**config.mk**
```make
export PLATFORM = sky130hd
export DESIGN_NAME = power_down_mode_logic
export DESIGN_NICKNAME = d
export VERILOG_FILES = /design/src/logic/power_down_mode_logic.v /design/src/logic/cycle_counter.v
export VERILOG_INCLUDE_DIRS = /design/src /design/src/logic
export SDC_FILE = /design/constraint.sdc
export NUM_CORES = 1
export LEC_CHECK = 0
export BUFFER_PORTS_ARGS = -buffer_cell sky130_fd_sc_hd__buf_2
export CORE_UTILIZATION = 45
export CTS_CLUSTER_SIZE = 25
export DETAILED_ROUTE_END_ITERATION = 10
export PLACE_DENSITY = 0.71
export SKIP_LAST_GASP = 1
export SYNTH_ARGS = -nofsm -noshare
export SYNTH_HDL_FRONTEND = slang
export SYNTH_SLANG_ARGS = --single-unit
```
**constraint.sdc**
```tcl
create_clock -name i_core_clk -period 5.65 [get_ports i_core_clk]
set_input_delay 0.8475 -clock i_core_clk [delete_from_list [all_inputs] [get_ports i_core_clk]]
set_output_delay 0.8475 -clock i_core_clk [all_outputs]
set_load 0.02 [all_outputs]
```
**src/logic/power_down_defs.vh**
```
// Constants for the power-down mode logic.
`ifndef POWER_DOWN_DEFS_VH
`define POWER_DOWN_DEFS_VH
`define CTL_ADDR          4'h0
`define PLL_ADDR          4'h1
`define STATUS_ADDR       4'h2
`define FLD_HI            15
`define FLD_LO            10
`define FLD_W             6
`define MODE_NONE         6'h00
`define MODE_LIGHT_EN     6'h09
`define MODE_LIGHT_ANY    6'h11
`define MODE_HALT         6'h1a
`define MODE_DEEP         6'h1c
`define GIRQ_BIT          0
`define PLL_ON_BIT        0
`define ENTRY_CYCLES      4'h9
`define CTL_RESET         32'h00000000
`define PLL_RESET         32'h00000001
`define RELOCK_CYCLES     16'h0400
`endif

```
**src/logic/power_down_mode_logic.v**
```verilog
// Power-down mode controller with an Avalon-MM register slave.
//
// The implementer's own choices: the placing of the registers and the Avalon-MM register port.
`timescale 1ns/1ps
`include "power_down_defs.vh"
module power_down_mode_logic (
  // Clock and reset
  input  wire        i_core_clk,
  input  wire        i_resetn,
  // Avalon-MM slave
  input  wire [3:0]  i_avs_address,
  input  wire        i_avs_read,
  input  wire        i_avs_write,
  input  wire [31:0] i_avs_writedata,
  input  wire [3:0]  i_avs_byteenable,
  output reg  [31:0] o_avs_readdata,
  output wire        o_avs_waitrequest,
  // Interrupt inputs from the interrupt logic
  input  wire        i_irq_pending,
  input  wire        i_irq_enabled,
  input  wire        i_nmi_enable_bit,
  // Clock gates and status
  output reg         o_cpu_clk_en,
  output reg         o_pll_out_en,
  output reg         o_pll_in_en,
  output reg         o_main_clk_gate_en,
  output reg         o_osc_out_gate_en,
  output reg         o_io_freeze,
  output reg         o_mem_hold,
  output reg         o_dma_clk_en,
  output reg         o_take_service,
  output reg         o_resume,
  output reg         o_cpu_ready
);
  localparam ST_RUN   = 6'b000001;
  localparam ST_ENTRY = 6'b000010;
  localparam ST_LIGHT = 6'b000100;
  localparam ST_HALT  = 6'b001000;
  localparam ST_DEEP  = 6'b010000;
  localparam ST_LOCK  = 6'b100000;

  reg  [31:0] cpu_control_status_reg;
  reg  [31:0] pll_control_status_reg;
  reg  [5:0]  state_reg;
  reg  [5:0]  state_next;
  reg  [5:0]  mode_reg;
  reg         deep_seen_reg = 1'b0;
  reg         ack_reg;
  reg         irq_s1_reg;
  reg         irq_s2_reg;
  reg         en_s1_reg;
  reg         en_s2_reg;
  reg         nmi_s1_reg;
  reg         nmi_s2_reg;
  wire [5:0]  power_down_field = cpu_control_status_reg[`FLD_HI:`FLD_LO];
  wire        bus_req = i_avs_read | i_avs_write;
  wire        ctrl_wr = i_avs_write & ack_reg & (i_avs_address == `CTL_ADDR);
  wire [5:0]  wr_field = i_avs_writedata[`FLD_HI:`FLD_LO];
  wire        entry_done;
  wire        lock_done;
  wire        known_mode;
  wire        pll_on = pll_control_status_reg[`PLL_ON_BIT];

  wire        next_light;
  wire        next_deep;
  wire        clocks_cut;
  wire        light_wake;
  wire        service_ok;

  // One wait cycle per access keeps read data registered.
  assign o_avs_waitrequest = bus_req & ~ack_reg;

  assign known_mode = (power_down_field == `MODE_LIGHT_EN) ||
                      (power_down_field == `MODE_LIGHT_ANY) ||
                      (power_down_field == `MODE_HALT) ||
                      (power_down_field == `MODE_DEEP);

  // Decoded views of the next state keep the output block short.
  assign next_light = (state_next == ST_LIGHT);
  assign next_deep  = (state_next == ST_HALT) || (state_next == ST_DEEP);
  // With the PLL bypassed the deep modes stop nothing, so no clock is cut.
  assign clocks_cut = next_deep && pll_on;
  assign light_wake = (state_reg == ST_LIGHT) && (state_next == ST_RUN);
  // An enabled wake runs the service routine only with both enables set.
  assign service_ok = en_s2_reg & cpu_control_status_reg[`GIRQ_BIT] & nmi_s2_reg;

  // Interrupt lines come from another clock region, so they are synchronised.
  always @(posedge i_core_clk)
  begin
    if (!i_resetn)
    begin
      irq_s1_reg <= 1'b0;
      irq_s2_reg <= 1'b0;
      en_s1_reg  <= 1'b0;
      en_s2_reg  <= 1'b0;
      nmi_s1_reg <= 1'b0;
      nmi_s2_reg <= 1'b0;
    end
    else
    begin
      irq_s1_reg <= i_irq_pending;
      irq_s2_reg <= irq_s1_reg;
      en_s1_reg  <= i_irq_enabled;
      en_s2_reg  <= en_s1_reg;
      nmi_s1_reg <= i_nmi_enable_bit;
      nmi_s2_reg <= nmi_s1_reg;
    end
  end

  // The accepting write edge starts the count, the mode lands on the ninth edge.
  cycle_counter #(.W(4)) u_entry (
    .i_core_clk (i_core_clk),
    .i_resetn   (i_resetn),
    .i_load     (ctrl_wr & (wr_field != `MODE_NONE)),
    .i_count    (`ENTRY_CYCLES - 4'h1),
    .o_busy     (),
    .o_done     (entry_done)
  );

  // Relock wait after a reset that follows deep stop. The counter has no reset of its own:
  // it is loaded while reset is held and must keep counting after release.
  cycle_counter #(.W(16)) u_lock (
    .i_core_clk (i_core_clk),
    .i_resetn   (1'b1),
    .i_load     (!i_resetn & deep_seen_reg),
    .i_count    (`RELOCK_CYCLES),
    .o_busy     (),
    .o_done     (lock_done)
  );

  // The deep-stop marker survives reset on purpose, like a retention flop.
  // Outside the relock wait only its power-up value clears it.
  always @(posedge i_core_clk)
  begin
    if (state_reg == ST_DEEP)
      deep_seen_reg <= 1'b1;
    else if (state_reg == ST_LOCK && lock_done)
      deep_seen_reg <= 1'b0;
  end

  always @(posedge i_core_clk)
  begin
    if (!i_resetn)
    begin
      cpu_control_status_reg <= `CTL_RESET;
      pll_control_status_reg <= `PLL_RESET;
      ack_reg                <= 1'b0;
      o_avs_readdata         <= 32'h00000000;
    end
    else
    begin
      ack_reg <= bus_req & ~ack_reg;
      if (i_avs_write & ack_reg)
      begin
        if (i_avs_address == `CTL_ADDR)
        begin
          if (i_avs_byteenable[0])
            cpu_control_status_reg[7:0] <= i_avs_writedata[7:0];
          if (i_avs_byteenable[1])
            cpu_control_status_reg[15:8] <= i_avs_writedata[15:8];
        end
        else if (i_avs_address == `PLL_ADDR)
        begin
          if (i_avs_byteenable[0])
            pll_control_status_reg[0] <= i_avs_writedata[0];
        end
      end
      // Field clears itself on wake so the CPU does not sleep again.
      if (light_wake)
        cpu_control_status_reg[`FLD_HI:`FLD_LO] <= `MODE_NONE;
      // Only the low half of the control word exists; the upper half reads zero.
      if (i_avs_read & ~ack_reg)
      begin
        if (i_avs_address == `CTL_ADDR)
          o_avs_readdata <= {16'h0000, cpu_control_status_reg[15:0]};
        else if (i_avs_address == `PLL_ADDR)
          o_avs_readdata <= {31'h0, pll_control_status_reg[0]};
        else if (i_avs_address == `STATUS_ADDR)
          o_avs_readdata <= {26'h0, state_reg};
        else
          o_avs_readdata <= 32'h00000000;
      end
    end
  end

  // Deep modes have no way out but reset; interrupts are ignored there.
  always @*
  begin
    state_next = state_reg;
    case (state_reg)
      ST_RUN:
        if (ctrl_wr && wr_field != `MODE_NONE)
          state_next = ST_ENTRY;
      ST_ENTRY:
        // The mode is decided only once the full entry delay has run out.
        if (entry_done)
        begin
          if (!known_mode)
            state_next = ST_RUN;
          else if (mode_reg == `MODE_LIGHT_EN || mode_reg == `MODE_LIGHT_ANY)
            state_next = ST_LIGHT;
          else if (mode_reg == `MODE_HALT)
            state_next = ST_HALT;
          else
            state_next = ST_DEEP;
        end
      ST_LIGHT:
        if (irq_s2_reg && (en_s2_reg || mode_reg == `MODE_LIGHT_ANY))
          state_next = ST_RUN;
      ST_HALT:
        state_next = ST_HALT;
      ST_DEEP:
        state_next = ST_DEEP;
      ST_LOCK:
        if (lock_done)
          state_next = ST_RUN;
      default:
        state_next = ST_RUN;
    endcase
  end

  always @(posedge i_core_clk)
  begin
    if (!i_resetn)
    begin
      state_reg      <= ST_RUN;
      mode_reg       <= `MODE_NONE;
      o_take_service <= 1'b0;
      o_resume       <= 1'b0;
    end
    else
    begin
      // A release after deep stop goes straight into the relock wait.
      state_reg <= (deep_seen_reg && state_reg == ST_RUN && !o_cpu_ready) ? ST_LOCK
                                                                         : state_next;
      if (ctrl_wr)
        mode_reg <= wr_field;
      o_take_service <= 1'b0;
      o_resume       <= 1'b0;
      if (light_wake)
      begin
        o_resume       <= ~service_ok;
        o_take_service <= service_ok;
      end
    end
  end

  always @(posedge i_core_clk)
  begin
    if (!i_resetn)
    begin
      o_cpu_clk_en       <= 1'b1;
      o_pll_out_en       <= 1'b1;
      o_pll_in_en        <= 1'b1;
      o_main_clk_gate_en <= 1'b1;
      o_osc_out_gate_en  <= 1'b1;
      o_io_freeze        <= 1'b0;
      o_mem_hold         <= 1'b0;
      o_dma_clk_en       <= 1'b1;
      o_cpu_ready        <= 1'b0;
    end
    else
    begin
      // Enables follow the next state so they switch together with the state itself, except one cycle late on the forced entry into the relock wait.
      o_cpu_clk_en       <= !next_light && (state_next != ST_LOCK) && !clocks_cut;
      o_dma_clk_en       <= !clocks_cut;
      o_pll_out_en       <= !clocks_cut;
      o_pll_in_en        <= !((state_next == ST_DEEP) && pll_on);
      o_main_clk_gate_en <= !clocks_cut;
      o_osc_out_gate_en  <= !((state_next == ST_DEEP) && pll_on);
      o_io_freeze        <= clocks_cut;
      o_mem_hold         <= clocks_cut;
      // Ready stays low in the first cycle after a deep-stop reset, before the wait starts.
      o_cpu_ready        <= (state_next != ST_LOCK) && !(deep_seen_reg && !o_cpu_ready);
    end
  end
endmodule // power_down_mode_logic

```
**src/logic/cycle_counter.v**
```verilog
// Down counter that pulses done when a loaded count expires.
`timescale 1ns/1ps
module cycle_counter #(
  parameter W = 16
) (
  // Clock and reset
  input  wire         i_core_clk,
  input  wire         i_resetn,
  // Control
  input  wire         i_load,
  input  wire [W-1:0] i_count,
  // Status
  output wire         o_busy,
  output reg          o_done
);
  reg [W-1:0] cnt_reg;
  assign o_busy = (cnt_reg != {W{1'b0}});
  always @(posedge i_core_clk)
  begin
    if (!i_resetn)
    begin
      cnt_reg <= {W{1'b0}};
      o_done  <= 1'b0;
    end
    else if (i_load)
    begin
      cnt_reg <= i_count;
      o_done  <= 1'b0;
    end
    else
    begin
      o_done <= (cnt_reg == {{(W-1){1'b0}}, 1'b1});
      if (o_busy)
        cnt_reg <= cnt_reg - {{(W-1){1'b0}}, 1'b1};
    end
  end
endmodule // cycle_counter

```
# [Yosys cells after proc, flatten, opt, wreduce, memory -nomap -nowiden]
# Cells that the tools add are included.
[totals] reg_bits=98 input_bits=47 output_inout_bits=44
[classes] add_sub_neg=2 n_eq_ne=22 n_mux=14 bitwise_logic=13 n_reduce_logical=36
[op_table] op="$eq 6x5->1 const B" n=7
[op_table] op="$mux 6" n=7
[op_table] op="$pmux 6 s6" n=1
[op_table] op="$eq 6x4->1 const B" n=4
[op_table] op="$eq 16x1->1 const B" n=1
[op_table] op="$mux 16" n=1
[op_table] op="$reduce_bool 16->1" n=1
[op_table] op="$sub 16x1->16 const B" n=1
[op_table] op="$mux 5" n=3
[op_table] op="$eq 6x1->1 const B" n=2
[op_table] op="$eq 6x3->1 const B" n=2
[op_table] op="$logic_and 1x1->1" n=12
[op_table] op="$and 1x1->1" n=8
[op_table] op="$eq 4x1->1 const B" n=2
[op_table] op="$mux 4" n=2
[op_table] op="$eq 6x2->1 const B" n=1
[op_table] op="$eq 6x6->1 const B" n=1
[op_table] op="$logic_not 1->1" n=6
[op_table] op="$logic_or 1x1->1" n=6
[op_table] op="$ne 6x6->1 const B" n=1
[op_table] op="$reduce_and 3->1" n=2
[op_table] op="$reduce_bool 6->1" n=1
[op_table] op="$reduce_or 2->1" n=3
[op_table] op="$eq 4x2->1 const B" n=1
[op_table] op="other kinds (8)" n=11

# [Depth between registers and ports, before layout]
[logic_depth] depth_word=12 mapped_depth=7 mapped_depth_nobuf=7

# [Cells and area by module]
# From an unflattened synthesis, not the netlist that was laid out.
[hier_totals] hier_cells=455 hier_area_um2=3935.0
[by_module_without_submodules] module="power_down_mode_logic" instances=1 cells_each=315 area_each_um2=2720.1 seq_area_each_um2=1201.2
[by_module_without_submodules] module="cycle_counter at u_lock" instances=1 cells_each=111 area_each_um2=942.2 seq_area_each_um2=340.3
[by_module_without_submodules] module="cycle_counter at u_entry" instances=1 cells_each=29 area_each_um2=272.8 seq_area_each_um2=100.1

# [Least setup slack after synthesis]
# OpenSTA, ideal clock, no wires.
[synth_timing] path_kind="input to register" startpoint="in i_avs_address[0]" endpoint="reg mode_reg[2]" setup_time_ns=0.116 arrival_time_ns=2.159 required_ns=5.534 path_slack_ns=3.375 path_stages=7 n_path_buf=3 cell_sequence="or3_1 -> buf_2 -> and4bb_1 -> buf_2 -> buf_4 -> mux2i_1 -> nor2b_1"
[synth_via] elab_chain_cells=2
[synth_rtl] item="from (decl)" line_no="power_down_mode_logic.v:11" source="input wire [3:0] i_avs_address,"
[synth_rtl] item="$logic_not 4->1 (no line)"
[synth_rtl] item="$and 1x1->1" line_no="power_down_mode_logic.v:57" source="wire ctrl_wr = i_avs_write & ack_reg & (i_avs_address == `CTL_ADDR);"
[synth_rtl] item="to (signal assigned)" line_no="power_down_mode_logic.v:227" source="mode_reg <= `MODE_NONE;"
[synth_rtl] item="to (signal assigned)" line_no="power_down_mode_logic.v:237" source="mode_reg <= wr_field;"
[synth_rtl] item="to (decl)" line_no="power_down_mode_logic.v:46" source="reg [5:0] mode_reg;"
# No other way between the ends.
# A chain may end at the register's enable or synchronous reset.

# [Worst setup path in the final report]
[layout_timing] startpoint="in i_avs_address[0]" endpoint="reg state_reg[1]"
[layout_via] elab_chain_cells=5
[layout_rtl] item="$logic_not 4->1 (no line)"
[layout_rtl] item="$and 1x1->1" line_no="power_down_mode_logic.v:57"
[layout_rtl] item="$logic_and 1x1->1 (no line)"
[layout_rtl] item="$mux 6" line_no="power_down_mode_logic.v:192" source="if (ctrl_wr && wr_field != `MODE_NONE)"
[layout_rtl] item="$pmux 6 s6" line_no="power_down_mode_logic.v:190" source="case (state_reg)"
[layout_rtl] item="to (signal assigned)" line_no="power_down_mode_logic.v:234" source="state_reg <= (deep_seen_reg && state_reg == ST_RUN && !o_cpu_ready) ? ST_LOCK"
[layout_rtl] item="to (decl)" line_no="power_down_mode_logic.v:44" source="reg [5:0] state_reg;"
# No other way between the ends.

==> out/metrics.csv <==
stage,metric,value,unit
min_path,hold crit path type,reg2reg,
grt,GRT Total Usage,0.177,
layout,Area growth syn-to-layout,10.8,%
placement,pre-CTS setup slack,2.66,ns
detailed_routing,Routed Wire Length,7.36,mm
timing,"Setup violations, final",0,
placement,Buffers on Ports,56,
critical_path,Setup crit end kind,register,
layout,layout cells sized above 1,0.170,
job,MaxCap Viol Count,0,
synthesis,Synth Warn #,0,
timing,final setup margin,3.01,ns
critical_path,CP Max Fanout,16,
timing,total negative slack,0,ns
critical_path,crit path DAT,2.90,ns
detailed_routing,residual DRC count,0,
synthesis,Main synth FF type,dfxtp_1,
floorplanning,Die ar.,8730,um^2
detailed_routing,via count,2973,
cts,Skew-Pair Late Insertion Delay,0.34,ns
timing,Relative slew margins,0.266,
critical_path,Setup Crit Path Kind,in2reg,
detailed_routing,met2 wire length,3.48,mm
critical_path,R2R depth,5,
floorplanning,I/O pin count,91,
critical_path,R2R setup slack,3.47,ns
detailed_routing,Routed wire per std cell,12.9,um
critical_path,Worst path depth,7,
critical_path,WP data required,5.91,ns
critical_path,CP cell instances,buf_2 -> or3_1 -> and4bb_1 -> buf_4 -> o31ai_1 -> o22a_1 -> nor3_1,
timing,Fmax,0.378,GHz
cts,Post-CTS Hold Fix Bufs,0,
critical_path,slowest CP cell,and4bb_1,
critical_path,startpoint types,input port,
grt,gr ovfl total,0,
synthesis,Synth Instances,425,
cts,post_cts resized,0,
layout,FILL cells,739,
floorplanning,number of core rows,32,
layout,n_diodes,0,
detailed_routing,met3 WL,303,um
timing,Tcrit/Tclk final,0.468,
grt,initial antenna violation count,0,
timing,final clock skew,0.0126,ns
pwr,power density over cell area,267,nW/um^2
cts,clock sink total,82,
timing,Tmin final,2.64,ns
pwr,peak supply drop,0.185,mV
floorplanning,die height,93.4,um
timing,Worst-Margin Slew,1.10,ns
synthesis,#FFs+latches synth,82,
cts,H-Tree Depth,3,
pwr,Leakage,1.59,nW
detailed_routing,WL met1,3.51,mm
critical_path,"delay-heaviest family, CP",simple AND/OR/NAND/NOR gates,
critical_path,WP buf/inv,2,
grt,first-pass GRT wire length,12.2,mm
detailed_routing,Iter 0 DRT Violations,152,
timing,unrepaired setup endpoints after global routing,false,
synthesis,sequential area share after synthesis,0.436,
cts,CTS tree,done,
synthesis,Mapped Area,3760,um^2
floorplanning,Die W,93.4,um
placement,routability congestion estimate,0.845,
cts,CTS Root Cell,clkbuf_8,
synthesis,Post-synth ARST share,0,
timing,Final Slew Violations,0,
cts,Post CTS Setup Buffer Count,0,
critical_path,r2r startpoint,cpu_control_status_reg[11]$_SDFFE_PP0P_,
grt,number of global-route vias before repair,2678,
synthesis,"EDFF count, synth",0,
cts,clk buf depth,2,
timing,endpoints failing hold,0,
floorplanning,Core Region,7890,um^2
status,status,"finished, final reports clean",
placement,DP HPWL,5.35,mm
grt,largest net degree at the start of global routing,54,
critical_path,crit path capture,state_reg[1]$_SDFF_PP0_,
layout,Nets,519,
critical_path,Worst R2R End,state_reg[3]$_SDFF_PP0_,
detailed_routing,Pre-Repair DR Iteration Count,4,
synthesis,Unique masters post-synth,51,
critical_path,Crit. Startpoint,i_avs_address[0],
detailed_routing,top sig layer,met4,
detailed_routing,via/cell ratio,5.19,
critical_path,CP peak stage delay,0.55,ns
synthesis,post-synthesis area per instance,8.85,um^2
detailed_routing,Post-DRT Antenna Nets,0,
cts,clock transition at the registers of the reported paths,0.08,ns
cts,total CTS buffers,9,
floorplanning,Initial Utilization,0.477,
[report_power, final]
group          internal, mW  switching, mW  total, mW
clock network         0.172          0.209      0.381
logic                0.0507         0.0697      0.120
registers             0.596         0.0151      0.611
total                 0.819          0.294       1.11
[layer usage]
layer,up-vias,global-route usage
li1,1528,-
met1,1386,0.227
met2,54,0.295
met3,5,0.0398
met4,0,0.0577
met5,-,0
[cell families after synthesis]
family | after synthesis | share of synthesized area
flops | 82 | 0.436
buf+inv | 49 | 0.0715
compound gates | 64 | 0.112
simple gates | 192 | 0.282
other cells | 1 | 0.000997
xor+xnor | 18 | 0.0419
mux | 13 | 0.0346
fa+ha+maj | 6 | 0.0200
[stage by stage]
step	instances	util	hold WS, ns	total power, mW	cell area, um^2
after floorplan	440	-	0.412	0.723	3820
after global placement	557	0.506	0.424	0.740	3990
after detailed placement	557	0.506	0.423	0.744	3990
after CTS	573	0.528	0.447	1.12	4170
after global routing	573	0.528	0.462	1.17	4170
final	573	0.528	0.442	1.11	4170
[layout make-up]
cell class / count / area [um^2] / area share
Multi-Input combinational cell: 309 / 1910 / 0.458
Sequential cell: 82 / 1640 / 0.394
Timing Repair Buffer: 57 / 288 / 0.0690
Clock buffer: 10 / 138 / 0.0330
Tap cell: 102 / 128 / 0.0306
Clock inverter: 6 / 40.0 / 0.00961
Inverter: 7 / 26.3 / 0.00630
[worst min-delay path by stage]
stage	from	end	cells after the start
6_report	nmi_s1_reg$_SDFF_PN0_	nmi_s2_reg$_SDFF_PN0_	1
5_1_grt	nmi_s1_reg$_SDFF_PN0_	nmi_s2_reg$_SDFF_PN0_	1
4_1_cts	nmi_s1_reg$_SDFF_PN0_	nmi_s2_reg$_SDFF_PN0_	1
3_5_place_dp	en_s1_reg$_SDFF_PN0_	en_s2_reg$_SDFF_PN0_	1
3_3_place_gp	irq_s1_reg$_SDFF_PN0_	irq_s2_reg$_SDFF_PN0_	1
2_1_floorplan	en_s1_reg$_SDFF_PN0_	en_s2_reg$_SDFF_PN0_	1
[worst register-to-register path: cells and delay by family (launching register included)]
kind	cells	cell delay, ns
DFF	1	0.35
AOI/OAI and AO/OA	3	1.16
and+or+nand+nor	2	0.61
[Yosys cell counts, drive strengths merged (2+ instances only)]
master | number | area share
nor4b | 2 | 0.0086
nor3b | 4 | 0.0080
o21ai | 7 | 0.0093
a21boi | 12 | 0.024
dfxtp | 82 | 0.44
a21oi | 18 | 0.024
o211ai | 2 | 0.0040
and2 | 8 | 0.013
nand2 | 37 | 0.037
nand4b | 3 | 0.0070
xnor2 | 8 | 0.019
or4 | 5 | 0.012
ha | 6 | 0.020
nand3b | 6 | 0.012
nor4 | 8 | 0.015
nor2b | 25 | 0.042
nand2b | 12 | 0.020
a211oi | 2 | 0.0040
nor2 | 30 | 0.030
mux2i | 13 | 0.035
a22oi | 14 | 0.028
nor3 | 17 | 0.024
clkbuf | 16 | 0.016
buf | 26 | 0.049
and3 | 3 | 0.0050
inv | 7 | 0.0070
xor2 | 10 | 0.023
or3 | 4 | 0.0083
nand3 | 25 | 0.033
[cells in the final DEF (no fill, tap or decap), drive strengths merged, types with 3 or more instances in the layout]
| cell | netlist | routed |
|---|---|---|
| xnor2 | 8 | 8 |
| a21oi | 18 | 18 |
| and3 | 3 | 3 |
| conb | 1 | 16 |
| nand3b | 6 | 6 |
| nand2b | 12 | 12 |
| nand2 | 37 | 37 |
| inv | 7 | 8 |
| or4 | 5 | 5 |
| xor2 | 10 | 10 |
| clkbuf | 16 | 10 |
| or3 | 4 | 4 |
| nor3 | 17 | 17 |
| dfxtp | 82 | 82 |
| nor4 | 8 | 8 |
| nor2 | 30 | 30 |
| nand4b | 3 | 3 |
| and2 | 8 | 8 |
| nor2b | 25 | 25 |
| nand3 | 25 | 25 |
| nor3b | 4 | 4 |
| a21boi | 12 | 12 |
| ha | 6 | 6 |
| buf | 26 | 57 |
| mux2i | 13 | 13 |
| clkinv | 0 | 4 |
| a22oi | 14 | 14 |
| o21ai | 7 | 7 |
No activity file was read; power rests on OpenSTA's default activity.
